## src/mmc_pkg.sv

```systemverilog
package mmc_pkg;

  // Register indices; byte address is four times the index
  localparam logic [5:0] IDX_RAMP = 6'h07;
  localparam logic [5:0] IDX_LIDX = 6'h08;
  localparam logic [5:0] IDX_LWIN = 6'h09;
  localparam logic [5:0] IDX_CMP = 6'h10;
  localparam logic [5:0] IDX_STAT = 6'h20;
  localparam int ADDR_W = 8;

  // Field layouts
  localparam int MODE_W = 2;
  localparam int LIDX_W = 5;
  localparam int REP_W = 24;
  localparam int STAT_PULSE_BIT = 0;
  localparam int STAT_MODE_LSB = 2;

  // Motion profile encodings
  localparam logic [1:0] MODE_POSITION = 2'h0;
  localparam logic [1:0] MODE_VEL_POS = 2'h1;
  localparam logic [1:0] MODE_VEL_NEG = 2'h2;
  localparam logic [1:0] MODE_HOLD = 2'h3;

  // Table slots behind the data window
  localparam logic [4:0] LUT_WORDS = 5'h0A;
  localparam logic [4:0] LUT_START_SLOT = 5'h08;
  localparam logic [4:0] LUT_SEL_SLOT = 5'h09;

  // Reset values
  localparam logic [1:0] RAMP_RST = 2'h0;
  localparam logic [4:0] LIDX_RST = 5'h00;
  localparam logic [31:0] WIN_RST = 32'hAAAAB554;
  localparam logic [31:0] LUT_OTHER_RST = 32'h00000000;
  localparam logic [31:0] CMP_RST = 32'hFFFFFFFF;
  localparam logic [23:0] REP_ONE = 24'h000001;

  // Bus responses
  localparam logic [1:0] RESP_OKAY = 2'h0;
  localparam logic [1:0] RESP_SLVERR = 2'h2;

  // Byte-lane merge of a write into an old word
  function automatic logic [31:0] merge(input logic [31:0] old_w, input logic [31:0] new_w,
                                        input logic [3:0] strb);
    logic [31:0] res;
    res = old_w;
    for (int i = 0; i < 4; i++) begin
      if (strb[i]) begin
        res[i*8 +: 8] = new_w[i*8 +: 8];
      end
    end
    return res;
  endfunction : merge

endpackage : mmc_pkg

```

## src/mmc_regs.sv

```systemverilog
// The AXI4-Lite interface to the registers was chosen for this implementation.
`timescale 1ns/1ps
// How it works
// (RL1) Mode 0: positioning with full profile
// (RL2) Mode 1: ramp to plus limit, max acceleration
// (RL3) Mode 2: ramp to minus limit, max acceleration
// (RL4) Mode 3: keep velocity until stop event
// (RL5) Five-bit index selects window's table word
// (RL6) Index 0-7 words, 8 start, 9 segment
// (RL7) Compare value is absolute, not offset
// (RL8) Pulse high while position equals compare
// (RL9) Pulse low once position mismatches
// (RL10) Diagnostic pin shows pulse only when enabled
// (RL11) Repeat above one: compare is base
// (RL12) Pulse at every multiple of repeat distance
// (RL13) Window access hits only indexed word
module mmc_regs (
  input wire logic ref_clk,
  input wire logic rst_b,
  input wire logic [7:0] s_axi_awaddr,
  input wire logic s_axi_awvalid,
  output logic s_axi_awready,
  input wire logic [31:0] s_axi_wdata,
  input wire logic [3:0] s_axi_wstrb,
  input wire logic s_axi_wvalid,
  output logic s_axi_wready,
  output logic [1:0] s_axi_bresp,
  output logic s_axi_bvalid,
  input wire logic s_axi_bready,
  input wire logic [7:0] s_axi_araddr,
  input wire logic s_axi_arvalid,
  output logic s_axi_arready,
  output logic [31:0] s_axi_rdata,
  output logic [1:0] s_axi_rresp,
  output logic s_axi_rvalid,
  input wire logic s_axi_rready,
  input wire logic [31:0] current_position,
  input wire logic [23:0] repeat_distance,
  input wire logic pulse_enable,
  input wire logic [31:0] velocity_limit,
  input wire logic [31:0] acceleration_limit,
  input wire logic [31:0] present_velocity,
  input wire logic stop_event,
  output logic [1:0] motion_profile_select,
  output logic ramp_full_profile,
  output logic [31:0] ramp_target_velocity,
  output logic [31:0] ramp_acceleration,
  output logic position_pulse,
  output logic diagnostic_output_two,
  output logic [mmc_pkg::LUT_WORDS-1:0][31:0] table_words
);

  typedef struct packed {
    logic awready;
    logic wready;
    logic bvalid;
    logic [1:0] bresp;
    logic [7:0] aw_addr;
    logic [31:0] w_data;
    logic [3:0] w_strb;
    logic arready;
    logic rd_pend;
    logic [7:0] ar_addr;
    logic [4:0] ar_lidx;
    logic rvalid;
    logic [31:0] rdata;
    logic [1:0] rresp;
    logic [1:0] mode;
    logic [4:0] table_index;
    logic [31:0] compare;
    logic full_profile;
    logic [31:0] target_vel;
    logic [31:0] accel;
    logic pulse;
    logic diag;
  } mmc_state_t;

  mmc_state_t st_r;
  mmc_state_t st_nxt;

  logic mem_wr_en;
  logic [3:0] mem_wr_idx;
  logic mem_rd_en;
  logic [3:0] mem_rd_idx;
  logic [31:0] mem_rd_data;
  logic [mmc_pkg::LUT_WORDS-1:0][31:0] mem_words;

  logic [5:0] widx;
  logic [5:0] ridx;
  logic [31:0] pos_diff;
  logic [31:0] pos_dist;
  logic [31:0] rep_ext;
  logic match_now;
  logic [31:0] mode_merged;
  logic [31:0] lidx_merged;
  logic [31:0] lut_pick;
  logic wr_commit;

  assign widx = st_r.aw_addr[7:2];
  assign ridx = st_r.ar_addr[7:2];

  // Absolute compare; with a repeat the distance from the base must be a whole
  // multiple in either direction. The modulo is a wide divider, paid for in area
  assign pos_diff = current_position - st_r.compare; // RL7 RL11
  assign pos_dist = pos_diff[31] ? (32'h00000000 - pos_diff) : pos_diff;
  assign rep_ext = {8'h00, repeat_distance};
  assign match_now = (repeat_distance > mmc_pkg::REP_ONE) ?
                     ((pos_dist % rep_ext) == 32'h00000000) : // RL12
                     (current_position == st_r.compare); // RL8

  // Byte-lane merges kept as nets; a select on a call result is not portable
  assign mode_merged = mmc_pkg::merge({30'h0, st_r.mode}, st_r.w_data, st_r.w_strb);
  assign lidx_merged = mmc_pkg::merge({27'h0, st_r.table_index}, st_r.w_data, st_r.w_strb);

  mmc_lut_mem u_lut (
    .ref_clk(ref_clk),
    .rst_b(rst_b),
    .wr_en(mem_wr_en),
    .wr_idx(mem_wr_idx),
    .wr_data(st_r.w_data),
    .wr_strb(st_r.w_strb),
    .rd_en(mem_rd_en),
    .rd_idx(mem_rd_idx),
    .rd_data(mem_rd_data),
    .words(mem_words)
  );

  // Bus slave, register writes, ramp selection and compare
  always_comb begin
    st_nxt = st_r;
    mem_wr_en = 1'b0;
    mem_wr_idx = st_r.table_index[3:0];
    mem_rd_en = 1'b0;
    mem_rd_idx = st_r.table_index[3:0];
    // Address and data taken in either order, each held until the write
    if (st_r.awready && s_axi_awvalid) begin
      st_nxt.awready = 1'b0;
      st_nxt.aw_addr = s_axi_awaddr;
    end
    if (st_r.wready && s_axi_wvalid) begin
      st_nxt.wready = 1'b0;
      st_nxt.w_data = s_axi_wdata;
      st_nxt.w_strb = s_axi_wstrb;
    end
    if (!st_r.awready && !st_r.wready && !st_r.bvalid) begin
      st_nxt.bvalid = 1'b1;
      st_nxt.bresp = mmc_pkg::RESP_OKAY;
      if (st_r.aw_addr[1:0] != 2'h0) begin
        st_nxt.bresp = mmc_pkg::RESP_SLVERR;
      end else begin
        case (widx)
          mmc_pkg::IDX_RAMP: begin
            st_nxt.mode = mode_merged[1:0];
          end
          mmc_pkg::IDX_LIDX: begin
            st_nxt.table_index = lidx_merged[4:0]; // RL5
          end
          mmc_pkg::IDX_LWIN: begin
            // Index outside the table: write is dropped quietly
            mem_wr_en = (st_r.table_index < mmc_pkg::LUT_WORDS); // RL6 RL13
          end
          mmc_pkg::IDX_CMP: begin
            st_nxt.compare = mmc_pkg::merge(st_r.compare, st_r.w_data, st_r.w_strb); // RL7
          end
          mmc_pkg::IDX_STAT: begin
            st_nxt.bresp = mmc_pkg::RESP_OKAY;
          end
          default: begin
            st_nxt.bresp = mmc_pkg::RESP_SLVERR;
          end
        endcase
      end
    end
    if (st_r.bvalid && s_axi_bready) begin
      st_nxt.bvalid = 1'b0;
      st_nxt.awready = 1'b1;
      st_nxt.wready = 1'b1;
    end
    // Reads: index frozen at acceptance, data two cycles later for every register
    if (st_r.arready && s_axi_arvalid) begin
      st_nxt.arready = 1'b0;
      st_nxt.ar_addr = s_axi_araddr;
      st_nxt.ar_lidx = st_r.table_index; // RL13
      st_nxt.rd_pend = 1'b1;
      mem_rd_en = (st_r.table_index < mmc_pkg::LUT_WORDS); // RL5
    end
    if (st_r.rd_pend) begin
      st_nxt.rd_pend = 1'b0;
      st_nxt.rvalid = 1'b1;
      st_nxt.rresp = mmc_pkg::RESP_OKAY;
      st_nxt.rdata = 32'h00000000;
      if (st_r.ar_addr[1:0] != 2'h0) begin
        st_nxt.rresp = mmc_pkg::RESP_SLVERR;
      end else begin
        case (ridx)
          mmc_pkg::IDX_RAMP: st_nxt.rdata = {30'h0, st_r.mode};
          mmc_pkg::IDX_LIDX: st_nxt.rdata = {27'h0, st_r.table_index};
          mmc_pkg::IDX_LWIN: begin
            if (st_r.ar_lidx < mmc_pkg::LUT_WORDS) begin
              st_nxt.rdata = mem_rd_data; // RL6
            end
          end
          mmc_pkg::IDX_CMP: st_nxt.rdata = st_r.compare;
          mmc_pkg::IDX_STAT: begin
            st_nxt.rdata[mmc_pkg::STAT_PULSE_BIT] = st_r.pulse;
            st_nxt.rdata[mmc_pkg::STAT_MODE_LSB +: 2] = st_r.mode;
          end
          default: st_nxt.rresp = mmc_pkg::RESP_SLVERR;
        endcase
      end
    end
    if (st_r.rvalid && s_axi_rready) begin
      st_nxt.rvalid = 1'b0;
      st_nxt.arready = 1'b1;
    end
    // Ramp targets follow the selected profile
    st_nxt.full_profile = 1'b0;
    st_nxt.accel = acceleration_limit;
    case (st_r.mode)
      mmc_pkg::MODE_POSITION: begin
        st_nxt.full_profile = 1'b1; // RL1
        st_nxt.target_vel = velocity_limit;
      end
      mmc_pkg::MODE_VEL_POS: st_nxt.target_vel = velocity_limit; // RL2
      mmc_pkg::MODE_VEL_NEG: st_nxt.target_vel = 32'h00000000 - velocity_limit; // RL3
      mmc_pkg::MODE_HOLD: begin
        // Velocity frozen; only a stop event brings it down
        st_nxt.target_vel = stop_event ? 32'h00000000 : present_velocity; // RL4
      end
      default: st_nxt.target_vel = 32'h00000000;
    endcase
    // Pulse follows the match both ways, pin gated by the enable
    st_nxt.pulse = match_now; // RL8 RL9
    st_nxt.diag = match_now && pulse_enable; // RL10
  end

  // Whole state in one register
  always_ff @(posedge ref_clk or negedge rst_b) begin
    if (!rst_b) begin
      st_r <= '0;
      st_r.awready <= 1'b1;
      st_r.wready <= 1'b1;
      st_r.arready <= 1'b1;
      st_r.mode <= mmc_pkg::RAMP_RST;
      st_r.table_index <= mmc_pkg::LIDX_RST;
      st_r.compare <= mmc_pkg::CMP_RST;
    end else begin
      st_r <= st_nxt;
    end
  end

  assign s_axi_awready = st_r.awready;
  assign s_axi_wready = st_r.wready;
  assign s_axi_bvalid = st_r.bvalid;
  assign s_axi_bresp = st_r.bresp;
  assign s_axi_arready = st_r.arready;
  assign s_axi_rvalid = st_r.rvalid;
  assign s_axi_rdata = st_r.rdata;
  assign s_axi_rresp = st_r.rresp;
  assign motion_profile_select = st_r.mode;
  assign ramp_full_profile = st_r.full_profile;
  assign ramp_target_velocity = st_r.target_vel;
  assign ramp_acceleration = st_r.accel;
  assign position_pulse = st_r.pulse;
  assign diagnostic_output_two = st_r.diag;
  assign table_words = mem_words;

  // Helpers for the checks; the word pick is only trusted below ten
  assign wr_commit = !st_r.awready && !st_r.wready && !st_r.bvalid;
  assign lut_pick = table_words[st_r.table_index[3:0]];
endmodule : mmc_regs

```

## src/mmc_lut_mem.sv

```systemverilog
`timescale 1ns/1ps
module mmc_lut_mem (
  input wire logic ref_clk,
  input wire logic rst_b,
  input wire logic wr_en,
  input wire logic [3:0] wr_idx,
  input wire logic [31:0] wr_data,
  input wire logic [3:0] wr_strb,
  input wire logic rd_en,
  input wire logic [3:0] rd_idx,
  output logic [31:0] rd_data,
  output logic [mmc_pkg::LUT_WORDS-1:0][31:0] words
);

  typedef struct packed {
    logic [mmc_pkg::LUT_WORDS-1:0][31:0] words;
    logic [31:0] rd_data;
  } mmc_mem_t;

  mmc_mem_t st_r;
  mmc_mem_t st_nxt;

  // One word written per access, others untouched; read gives the old word
  always_comb begin
    st_nxt = st_r;
    if (wr_en) begin
      st_nxt.words[wr_idx] = mmc_pkg::merge(st_r.words[wr_idx], wr_data, wr_strb);
    end
    if (rd_en) begin
      st_nxt.rd_data = st_r.words[rd_idx];
    end
  end

  // Word zero wakes with the default sine segment
  always_ff @(posedge ref_clk or negedge rst_b) begin
    if (!rst_b) begin
      st_r <= '{words: {{(mmc_pkg::LUT_WORDS-1){mmc_pkg::LUT_OTHER_RST}}, mmc_pkg::WIN_RST},
                rd_data: 32'h00000000};
    end else begin
      st_r <= st_nxt;
    end
  end

  assign rd_data = st_r.rd_data;
  assign words = st_r.words;

endmodule : mmc_lut_mem

```

## config.mk

```make
export PLATFORM = sky130hd
export DESIGN_NAME = mmc_regs
export DESIGN_NICKNAME = d
export VERILOG_FILES = /design/src/mmc_pkg.sv /design/src/mmc_regs.sv /design/src/mmc_lut_mem.sv
export SDC_FILE = /design/constraint.sdc
export NUM_CORES = 2
export LEC_CHECK = 0
export BUFFER_PORTS_ARGS = -buffer_cell sky130_fd_sc_hd__buf_2
export CORE_AREA = 2 2 433 435
export DETAILED_ROUTE_END_ITERATION = 7
export DIE_AREA = 0 0 435 437
export PLACE_DENSITY = 0.57
export SLEW_MARGIN = 0
export SYNTH_ARGS = -nofsm -noshare
export SYNTH_HDL_FRONTEND = slang
export SYNTH_SLANG_ARGS = --single-unit
```

## constraint.sdc

```tcl
create_clock -name ref_clk -period 84.4 [get_ports ref_clk]
set_input_delay 4.22 -clock ref_clk [delete_from_list [all_inputs] [get_ports ref_clk]]
set_output_delay 4.22 -clock ref_clk [all_outputs]
set_load 0.005 [all_outputs]
```

==> impl_metrics.csv <==
group,metric,value,unit
drt,wl_per_cell,24.3,µm
timing,period_minus_slack,80.12,ns
yosys,syn_area_per_cell,8.25,µm²
critical_path,worstSetupStartpointType,"input pin",
clock_tree,clockBufferDepth,3,
run_status,status,"complete, no violations",
placement,port_buffers,640,
critical_path,r2r_start,"st_r[84]",
yosys,synth_cell_types,114,
drt,routed_wl,242000,µm
clock_tree,cts_hold_buf,0,
yosys,synthCells,6717,
drt,drt_iter0_drc,4509,
die,core_region_area,0.185,mm²
yosys,async_reset_ff_share,100,%
hold_path,min-delay-start,"st_r[154]",
cells_and_area,syn_to_final_growth,19.2,%
grt,grt_pass1_wl,352000,µm
critical_path,crit_arrival,80.71,ns
hold_path,hold_path_class,"flip-flop to flip-flop",
clock_tree,path_clk_slew,0.07,ns
timing,relSlewSlack,11.3,%
timing,slew_violations,0,
drt,via_per_inst,5.58,
clock_tree,clockRootBuffer,"clkbuf_16",
grt,grt_overflow_total,0,
yosys,synth_flop_cell,"dfrtp_1",
die,start_util,29.9,%
critical_path,worst-r2r-cell-count,374,
critical_path,worst_path_max_delay_cell,"or4b_4",
drt,dr_total_vias,55600,
cells_and_area,layout.nets,8151,
die,row_count,158,
drt,drc,0,
run,cap_violations,0,
clock_tree,cts.sinks,554,
timing,setup_viol,0,
yosys,ys_warn_count,0,
timing,setup_ws,4.28,ns
timing,worst_pin_slew,1.29,ns
grt,antenna_found_initial,37,
critical_path,timing.critical_path.mode_cell,"o21a_1",
clock_tree,clk_latency,0.68,ns
die,pin_count,643,
yosys,ys_seq_area_share,25.1,%
die,die_w,435,µm
critical_path,reg2reg_slack,7.30,ns
yosys,synth_area,0.0554,mm²
clock_tree,cts_buffers,57,
placement,gp_routability_congestion,0.993,
die,die_area,0.190,mm²
timing,tns,0,ns
drt,drtPass1Iterations,8,
yosys,synth_edf_count,0,
critical_path,reg2reg_to,"diagnostic_output_two",
clock_tree,cts_tree,"done",
placement,dp_slack,-2.79,ns
critical_path,crit_fanout,20,
grt,grt_pass1_vias,53500,
critical_path,crit_type,"input pin to flip-flop",
timing,hold_violations,0,
grt,grt_use_total,24.2,%
drt,drtAntennaViolNets,0,
hold_path,hold_end,"st_r[154]",
critical_path,slowest_delay,0.57,ns
yosys,synth-seq-cells,554,
critical_path,crit_required,84.99,ns
critical_path,cp-end-kind,"flip-flop",
placement,dp_hpwl,194000,µm
timing,max_freq,0.0125,GHz
timing,finClkSkew,0.0681,ns
clock_tree,cts_max_level,2,
grt,grt_max_degree,157,
die,fp.dieH,437,µm
cells_and_area,drive_gt1_share,24.5,%
timing,post-route-period-util,94.9,%
hold_path,holdPathStages,1,
-- metal layers --
layer,wire length (µm),vias up,track usage [%]
li1,-,26100,-
met1,99400,27000,30.1
met2,115000,2042,40.7
met3,15300,405,3.74
met4,12500,0,11.8
met5,0,-,0
-- timing repair --
item                       4_1_cts  5_1_grt
pin swaps                        0       56
setup buffers                    0       27
setup endpoints to repair        2        2
hold endpoints to repair         0        0
resized for setup               37      260
gates cloned                     0        0
-- cell usage in the layout, fill, tap and decap left out, types with 57 or more instances in the layout --
cell type / instances
clkbuf_16: 57
nor3_1: 181
o21a_1: 193
xnor2_1: 223
o31ai_1: 58
ha_1: 521
a21o_1: 143
mux4_2: 64
mux2i_1: 93
o211ai_1: 57
buf_4: 346
nand3_1: 125
mux2_2: 258
xor2_1: 92
dfrtp_1: 498
or3_1: 83
nor2_1: 523
and2_1: 65
nand2_1: 775
o21ai_0: 582
a22oi_1: 73
a21oi_2: 59
buf_2: 639
a21oi_1: 364
a31oi_1: 60
inv_1: 224
-- critical path, delay by kind of cell --
kind	cells	cell delay [ns]
AOI/OAI and AO/OA	210	41.20
and+or+nand+nor	91	16.62
adders and majority gates	33	10.22
buffers and inverters	38	6.20
muxes	7	1.90
xor gates and xnor gates	1	0.20
-- synthesized netlist by cell type, drive strengths merged (15+ instances only) --
cell,count,area (µm²)
nor2b,54,338
and2,71,444
xor2,92,806
mux2i,97,971
nor2,535,2010
o21bai,29,218
a21o,146,1100
dfrtp,503,12600
o211ai,57,428
o21a,199,1490
a211oi,54,455
o21ai,650,3260
nor4,35,225
or4,15,113
nand4,57,363
o31ai,67,503
a2111oi,21,215
inv,232,871
buf,154,1030
dfstp,51,1340
nand2b,42,263
mux2,264,3000
and3,37,231
nand2,788,2960
a22o,28,245
or2,53,332
clkbuf,208,781
xnor2,224,1960
a21oi,428,2180
mux4,64,1440
ha,527,6590
a22oi,74,556
a31oi,68,438
nand3,130,651
a21boi,35,263
or3,85,532
o2bb2ai,37,324
o31a,19,166
nor3b,20,155
a211o,15,131
nor3,193,971
-- final cells by class --
type | count | area [µm²]
inverters | 234 | 878
clock buffers | 76 | 1610
flip-flops and latches | 554 | 13900
multi-input cells | 5568 | 40100
repair buffers | 994 | 5930
fillers | 19300 | 119000
diodes | 30 | 75.1
well taps | 2480 | 3100
clock inverters | 32 | 410
-- state kept, by name, indices dropped and copies added (netlist names), 2 cells and up --
| name | cells |
|---|---|
| motion_profile_select | 2 |
| mem_rd_idx | 4 |
| ramp_acceleration | 32 |
| s_axi_rdata | 32 |
| u_lut.rd_data | 32 |
| u_lut.words | 320 |
| st_r | 84 |
| ramp_target_velocity | 32 |
| ridx | 6 |
-- stage by stage --
| stage | std cells | utilization [%] | hold WS (ns) | instance area, µm² |
|---|---|---|---|---|
| 3_3_place_gp | 9803 | 33.8 | 0.452 | 62600 |
| 4_1_cts | 9911 | 35.0 | 0.479 | 64700 |
| 2_1_floorplan | 6718 | - | 0.434 | 55500 |
| 5_1_grt | 9960 | 35.7 | 0.496 | 66000 |
| 6_report | 9968 | 35.7 | 0.478 | 66000 |
| 3_5_place_dp | 9803 | 33.8 | 0.466 | 62600 |
-- cells by family after synthesis --
group	count (synthesis)	synth area share, %
flip-flops	554	25.1
AO/OA/AOI/OAI	2117	24.9
buffers and inverters	596	4.85
adder cells (fa/ha/maj)	529	12.0
other	1	0.00677
XOR/XNOR	316	5.00
AND/OR/NAND/NOR	2179	18.4
multiplexers	425	9.76
-- worst max path at each step --
stage,startpoint,endpoint,cells past startpoint
after floorplan,current_position[0],diagnostic_output_two,389
after global placement,current_position[14],diagnostic_output_two,368
after detailed placement,current_position[14],diagnostic_output_two,365
after CTS,current_position[0],diagnostic_output_two,374
after global routing,current_position[0],diagnostic_output_two,385
final,current_position[0],diagnostic_output_two,380
Power is not shown: default switching activity piles up to over one toggle a cycle in this logic, so the estimate is an artifact.
